File: src/hw/vscp_pkg.sv
// Purpose: shared constants and carriers for the volume serial control port
// Assumes: clk at 125 MHz; link pins sampled by clk
// Notes:   all counts derived from printed times
// Function
// - chain output bit changes on serial clock falling edge.
// - chain output is high impedance while chip select is high.
// - chip select falling edge starts a new 16-bit word.
// - chip select rising edge moves all 16 shifted bits to volume register.
// - mute low forces both channel outputs to muted ground; here both muted flags are set and the level codes are kept.
// - mute falling edge starts internal offset calibration.
// - zero-cross enable high defers level changes to crossing or timeout.
// - first eight bits set right channel, next eight set left.
// - serial data sampled on each serial clock rising edge in frame.
// - chain output presents previous sixteen bits, one word delayed.
// - hardware mute applies at zero crossing or after 18 ms timeout.
package vscp_pkg;
    localparam int          WORD_BITS        = 16;
    localparam int          CLK_MHZ          = 125;
    localparam int          CAL_TIME_US      = 2000;
    localparam int          ZC_TIMEOUT_US    = 18000;
    localparam int          CAL_CYCLES       = CAL_TIME_US * CLK_MHZ;
    localparam int          ZC_TIMEOUT_CYCLES = ZC_TIMEOUT_US * CLK_MHZ;
    localparam logic [15:0] VOLUME_RESET     = 16'h0000;
    localparam logic [4:0]  PIN_IDLE         = 5'h12;
    localparam int          RIGHT_LSB        = 8;
    localparam int          LEFT_LSB         = 0;

    typedef struct packed {
        logic [7:0] right;
        logic [7:0] left;
    } vscp_level_s;

    typedef struct packed {
        logic       data;
        logic       oe;
    } vscp_pin_s;
endpackage : vscp_pkg

File: src/hw/vscp_top.sv
// Purpose: serial volume control port with mute, calibration and zero-cross gating
// Assumes: serial clock far slower than clk (64 ns vs 8 ns)
// Notes:   pin edges found by sampling; adds about three clk of latency
// Notes:   one timeout counter serves both the update wait and the mute wait
`timescale 1ns/10ps
`default_nettype none
module vscp_top
    import vscp_pkg::*;
#(
    parameter int CAL_COUNT = CAL_CYCLES,
    parameter int ZC_COUNT  = ZC_TIMEOUT_CYCLES
) (
    // clock and reset
    input  wire logic        clk,
    input  wire logic        sys_rst,
    input  wire logic        clk_en,
    // serial link pins
    input  wire logic        chip_select_n,
    input  wire logic        serial_clock,
    input  wire logic        serial_word_in,
    output logic             chain_word_out,
    output logic             chain_word_out_oe,
    // control pins
    input  wire logic        mute_n,
    input  wire logic        zero_cross_gate_enable,
    input  wire logic        zero_cross_seen,
    // channel control
    output logic [7:0]       left_channel_output,
    output logic [7:0]       right_channel_output,
    output logic             left_muted,
    output logic             right_muted,
    output logic             calibrating
);

    typedef enum logic [2:0] {
        ST_RUN     = 3'b001,
        ST_MUTE_WT = 3'b010,
        ST_MUTED   = 3'b100
    } vscp_mute_e;

    typedef struct packed {
        logic [1:0]        cs_h;
        logic [1:0]        sck_h;
        logic              mute_h;
        logic [15:0]       shift;
        logic [15:0]       volume;
        logic              pend;
        vscp_level_s       active;
        vscp_pin_s         chain;
        vscp_mute_e        mstate;
        logic [31:0]       zc_cnt;
        logic [31:0]       cal_cnt;
        logic              cal;
    } vscp_state_s;

    vscp_state_s st_reg;
    vscp_state_s st_next;
    logic [4:0]  pins;
    logic        apply_now;

    ////////////////////////////////////////////////////////////////////
    // pin synchronisation; chip select and mute idle high
    vscp_sync #(
        .WIDTH (5)
    ) u_sync (
        .clk       (clk),
        .sys_rst   (sys_rst),
        .clk_en    (clk_en),
        .async_in  ({chip_select_n, serial_clock, serial_word_in, mute_n, zero_cross_gate_enable}),
        .reset_val (PIN_IDLE),
        .sync_out  (pins)
    );

    ////////////////////////////////////////////////////////////////////
    function automatic logic fell(input logic [1:0] h);
        return h == 2'b10;
    endfunction

    function automatic logic rose(input logic [1:0] h);
        return h == 2'b01;
    endfunction

    function automatic logic [31:0] bump(input logic [31:0] cnt);
        return cnt + 32'd1;
    endfunction

    // both waits share one limit test so they time out alike
    function automatic logic expired(input logic [31:0] cnt, input int lim);
        return cnt >= 32'(lim - 1);
    endfunction

    ////////////////////////////////////////////////////////////////////
    always_comb
    begin
        st_next        = st_reg;
        st_next.cs_h   = {st_reg.cs_h[0], pins[4]};
        st_next.sck_h  = {st_reg.sck_h[0], pins[3]};
        st_next.mute_h = pins[1];
        apply_now      = !pins[0] || zero_cross_seen || expired(st_reg.zc_cnt, ZC_COUNT);

        // the newest sample ends the drive, so the start edge is never overridden
        if (fell(st_reg.cs_h))
        begin
            st_next.chain.oe = 1'b1;
        end
        else if (st_reg.cs_h[0])
        begin
            st_next.chain.oe = 1'b0;
        end
        // bits past sixteen push the oldest out; only the last word counts
        if (!st_reg.cs_h[1] && rose(st_reg.sck_h))
        begin
            st_next.shift = {st_reg.shift[14:0], pins[2]};
        end
        // the bit taken sixteen rises ago feeds the next device in the chain
        if (!st_reg.cs_h[1] && fell(st_reg.sck_h))
        begin
            st_next.chain.data = st_reg.shift[WORD_BITS-1];
        end

        // level update: gated by crossing or timeout, or immediate
        if (st_reg.pend)
        begin
            st_next.zc_cnt = bump(st_reg.zc_cnt);
            if (apply_now)
            begin
                st_next.active.right = st_reg.volume[RIGHT_LSB +: 8];
                st_next.active.left  = st_reg.volume[LEFT_LSB +: 8];
                st_next.pend         = 1'b0;
            end
        end

        // latch after the apply step so a word taken during a crossing still wins
        if (rose(st_reg.cs_h))
        begin
            st_next.volume = st_reg.shift;
            st_next.pend   = 1'b1;
            st_next.zc_cnt = '0;
        end

        // calibration starts as mute falls and runs up to CAL_COUNT clk while mute is held low
        if (st_reg.mute_h && !pins[1])
        begin
            st_next.cal     = 1'b1;
            st_next.cal_cnt = '0;
        end
        else if (st_reg.cal)
        begin
            // counts clk alone; no serial clock is needed to calibrate
            st_next.cal_cnt = bump(st_reg.cal_cnt);
            // short mute aborts: host owes the minimum low time
            if (pins[1] || expired(st_reg.cal_cnt, CAL_COUNT))
            begin
                st_next.cal = 1'b0;
            end
        end

        case (st_reg.mstate)
            ST_RUN:
            begin
                if (!pins[1])
                begin
                    st_next.mstate = ST_MUTE_WT;
                    st_next.zc_cnt = '0;
                end
            end
            ST_MUTE_WT:
            begin
                // a mute during a pending update restarts the shared counter
                st_next.zc_cnt = bump(st_reg.zc_cnt);
                if (pins[1])
                begin
                    st_next.mstate = ST_RUN;
                end
                else if (zero_cross_seen || expired(st_reg.zc_cnt, ZC_COUNT))
                begin
                    st_next.mstate = ST_MUTED;
                end
            end
            ST_MUTED:
            begin
                if (pins[1])
                begin
                    st_next.mstate = ST_RUN;
                end
            end
            default:
            begin
                st_next.mstate = ST_RUN;
            end
        endcase
    end

    ////////////////////////////////////////////////////////////////////
    // synchronous reset; clk_en low holds every field
    always_ff @(posedge clk)
    begin
        if (sys_rst)
        begin
            st_reg        <= '0;
            st_reg.cs_h   <= 2'b11;
            st_reg.mute_h <= 1'b1;
            st_reg.volume <= VOLUME_RESET;
            st_reg.mstate <= ST_RUN;
        end
        else if (clk_en)
        begin
            st_reg <= st_next;
        end
    end

    ////////////////////////////////////////////////////////////////////
    assign chain_word_out       = st_reg.chain.data;
    assign chain_word_out_oe    = st_reg.chain.oe;
    assign left_channel_output  = st_reg.active.left;
    assign right_channel_output = st_reg.active.right;
    // mute is a flag beside the level codes, not a forced zero code
    assign left_muted           = st_reg.mstate == ST_MUTED;
    assign right_muted          = st_reg.mstate == ST_MUTED;
    assign calibrating          = st_reg.cal;
endmodule // vscp_top
`default_nettype wire

File: src/hw/vscp_sync.sv
// Purpose: two-flop synchroniser for a bus of pin inputs
// Assumes: inputs asynchronous to clk
// Notes:   first stage read only by second stage
`timescale 1ns/10ps
`default_nettype none
module vscp_sync #(
    parameter int WIDTH = 4
) (
    // clock
    input  wire logic             clk,
    input  wire logic             sys_rst,
    input  wire logic             clk_en,
    // data
    input  wire logic [WIDTH-1:0] async_in,
    input  wire logic [WIDTH-1:0] reset_val,
    output logic      [WIDTH-1:0] sync_out
);
    logic [WIDTH-1:0] meta_reg;
    logic [WIDTH-1:0] sync_reg;

    always_ff @(posedge clk)
    begin
        if (sys_rst)
        begin
            meta_reg <= reset_val;
            sync_reg <= reset_val;
        end
        else if (clk_en)
        begin
            meta_reg <= async_in;
            sync_reg <= meta_reg;
        end
    end

    // flops start at the pins' idle levels so no false edge follows reset
    assign sync_out = sync_reg;
endmodule // vscp_sync
`default_nettype wire

File: config.mk
export PLATFORM = sky130hd
export DESIGN_NAME = vscp_top
export DESIGN_NICKNAME = d
export VERILOG_FILES = /design/src/hw/vscp_pkg.sv /design/src/hw/vscp_top.sv /design/src/hw/vscp_sync.sv
export SDC_FILE = /design/constraint.sdc
export NUM_CORES = 1
export LEC_CHECK = 0
export BUFFER_PORTS_ARGS = -buffer_cell sky130_fd_sc_hd__buf_2
export CAP_MARGIN = 20
export CORE_UTILIZATION = 66
export DETAILED_ROUTE_END_ITERATION = 8
export HOLD_SLACK_MARGIN = 0.15
export PLACE_DENSITY_LB_ADDON = 0.2
export SYNTH_ARGS = -nofsm -noshare
export SYNTH_HDL_FRONTEND = slang
export SYNTH_SLANG_ARGS = --single-unit
export TNS_END_PERCENT = 1
File: constraint.sdc
create_clock -name clk -period 3.7 [get_ports clk]
set_clock_uncertainty 0.1 [all_clocks]
set_input_delay 0.185 -clock clk [delete_from_list [all_inputs] [get_ports clk]]
set_output_delay 0.185 -clock clk [all_outputs]
set_load 0.02 [all_outputs]
==> flow_summary_export.csv <==
group,metric,value,unit
status,status,"completed",
clock_tree,clk_path_buf_depth,2,
drt,route.detailed.drc,0,
drt,met3_length,980,µm
timing,timing.fmax,364,MHz
drt,vias,5847,
yosys,syn_area_per_cell,7.97,µm²
place,dp_cells,893,
global_route,grt_use_total,0.313,
timing,hold_violations,0,
critical_path,rr_worst_depth,6,
yosys,synthMuxAreaShare,0.0526,
clock_tree,root_buffer,"clkbuf_8",
yosys,synth-seq-cells,134,
yosys,yosysTopAreaCell,"dfxtp_1",
yosys,synth_compound_area_frac,0.150,
critical_path,worst_path_largest_cell_delay,720,ps
yosys,synth_most_common_cell,"nand2_1",
timing,slew_headroom,0.304,
critical_path,startpoint_type,"flip-flop",
power_and_ir_drop,p_per_area,465,nW/µm²
power_and_ir_drop,p_leak,2.38,nW
timing,period_share,0.743,
power_and_ir_drop,p_int,0.00249,W
die,die_w,99.9,µm
die,die-height,99.9,µm
power_and_ir_drop,ir_drop,289,µV
final_layout,drive_above_1_share,0.100,
yosys,synthDominantCellAreaShare,0.424,
global_route,grt_pass1_wl,25.1,mm
die,start_util,0.682,
final_layout,diodes,0,
timing,grt_setup_unrepaired,"no",
worst_hold_path,hold_path_class,"in2reg",
place,portBuffers,29,
clock_tree,cts.clk_slew.worst_paths,70,ps
clock_tree,clock-sinks,134,
critical_path,reg2reg_from,"st_reg[33]",
die,core,9280,µm²
yosys,synthTopCellsByArea,"dfxtp_1 42%, nand2_1 8.5%, a21oi_1 5.7%, mux2i_1 4.9%, nor2_1 3.6%",
run,cap_violations,0,
global_route,grt_max_degree,45,
drt,top_layer,"met4",
global_route,grt_pass1_vias,5408,
drt,drtPass1Iterations,6,
die,io_pins,30,
clock_tree,post_cts_buffers,0,
critical_path,regToRegSetupSlack,950,ps
drt,totalWireLength,15.2,mm
yosys,synth_top_family_by_area,"simple AND/OR/NAND/NOR gates",
drt,ant_nets,0,
drt,met2_length,7.34,mm
yosys,postSynthCellCount,794,
power_and_ir_drop,p_sw,0.000816,W
critical_path,worstSetupPathType,"reg2reg",
yosys,ys_warn_count,0,
die,row_count,35,
yosys,synth_simple_gate_area_frac,0.292,
yosys,ys_types,61,
timing,whs,325,ps
timing,min_period,2750,ps
drt,viasPerCell,6.25,
global_route,antenna_found_initial,0,
yosys,syn_nets,805,
power_and_ir_drop,p_sw_frac,0.247,
global_route,overflow,0,
clock_tree,cts_buffers,17,
final_layout,n_fill_cell,682,
critical_path,cp-endpoint,"st_reg[61]",
clock_tree,tritoncts,"built",
power_and_ir_drop,combPwrFrac,0.036,
final_layout,final_cells,935,
clock_tree,clkLatencyLatePin,520,ps
yosys,synth.yosys.seq_area_share,0.424,
yosys,synth_async_sr_flop_share,0,
yosys,syn_area,6330,µm²
timing,fin_setup_tns,0,ps
place,place_congestion,0.875,
clock_tree,htree_levels,4,
clock_tree,cts_resized,0,
final_layout,largest_reg_flops,103,
die,die_area,9990,µm²
drt,wirelength_met1,6.50,mm
critical_path,cp_top_family,"simple AND/OR/NAND/NOR gates",
yosys,synthTopCellsByCount,"143 x nand2_1, 134 x dfxtp_1, 72 x a21oi_1",
yosys,synth_edf_count,0,
critical_path,crit_chain,"ha_1 -> nand2_1 -> or4_1 -> or3_1 -> or4_1 -> a21oi_1",
clock_tree,cts_hold_buf,10,
power_and_ir_drop,seqPwrFrac,0.441,
final_layout,areaGrowthSynthToFinish,12.4,%
critical_path,crit_path_start,"st_reg[33]",
power_and_ir_drop,clkPwrFrac,0.522,
critical_path,cp-end-kind,"flip-flop",
drt,wire_per_inst,16.3,µm
yosys,synthFlopType,"dfxtp_1",
critical_path,cp_num_cells,6,
critical_path,timing.rr.end,"st_reg[61]",
critical_path,crit_fanout,9,
drt,drtIter0Drc,519,
timing,worst_pin_slew,1040,ps
critical_path,critPathBufInv,0,
critical_path,crit_path_frequent_cell,"or4_1",
final_layout,final_util,0.766,
yosys,synthAdderAreaFrac,0.00395,
timing,setup_violations,0,
final_layout,nets,804,
place,place_hpwl,9.82,mm
yosys,synth_xor_xnor_area_share,0.0208,
critical_path,cp.arrival,3080,ps
timing,drv_slew,0,
critical_path,critical_path_required,4030,ps
critical_path,crit_slowest_cell,"or4_1",
[cells in the final DEF (no fill, tap or decap), types with 10 or more instances in the layout]
cell type,count
nor2_1,61
o21ai_0,26
mux2i_1,31
nand2_1,143
nand4_1,18
a21oi_1,72
nand3_1,31
dlygate4sd3_1,10
xnor2_1,14
buf_2,29
or4_1,11
clkbuf_16,16
nor4_1,23
and3_1,12
or3_1,18
inv_1,11
nor3_1,27
dfxtp_1,134
[worst min path at each step]
stage | from | end | slack (ps) | cells after the start
after floorplan | mute_n | u_sync.meta_reg[1] | 210 | 2
after detailed placement | chip_select_n | u_sync.meta_reg[4] | 310 | 3
after global routing | mute_n | u_sync.meta_reg[1] | 340 | 4
after global placement | chip_select_n | u_sync.meta_reg[4] | 300 | 3
final | mute_n | u_sync.meta_reg[1] | 330 | 4
after CTS | chip_select_n | u_sync.meta_reg[4] | 300 | 4
[kinds of logic after synthesis]
kind of cell               after synthesis
xor gates and xnor gates                15
buffers and inverters                   78
muxes                                   33
DFF                                    134
and+or+nand+nor                        377
AOI/OAI and AO/OA                      155
adders and majority gates                2
[power groups by stage]
stage	Sequential, W	Clock (W)	Combinational (W)
after floorplan	0.00149	0	0.0000791
after global placement	0.00149	0	0.000105
after detailed placement	0.00149	0	0.000107
after CTS	0.00146	0.00175	0.000117
after global routing	0.00146	0.00181	0.000131
final	0.00146	0.00173	0.000119
[layout make-up]
cell class | count | area (µm²) | area share
multi-input combinational | 582 | 3320 | 0.466
sequential | 134 | 2680 | 0.377
clock buffer | 17 | 414 | 0.0582
timing repair buffer | 45 | 290 | 0.0408
clock inverter | 15 | 200 | 0.0281
tap | 129 | 161 | 0.0227
inverter | 13 | 48.8 | 0.00686
[layer usage]
layer | vias to the layer above | track usage
met5 | - | 0
met4 | 0 | 0.154
met3 | 41 | 0.0571
met2 | 237 | 0.520
met1 | 2734 | 0.393
li1 | 2835 | -
[stage by stage]
stage                     total power, W  setup WS (ps)  instance area [µm²]
final                            0.00331            951                 7110
after global routing             0.00340            838                 7110
after floorplan                  0.00157           1250                 6330
after global placement           0.00160           1120                 6400
after detailed placement         0.00160            999                 6400
after CTS                        0.00332            989                 7110
[worst reg2reg max path, stage by stage, from the launching register on]
cell and delay (ps):
dfxtp_1 400, ha_1 260, nand2_1 110, or4_1 720, or3_1 500, or4_1 410
a21oi_1 170
(Power assumes the default switching activity.)
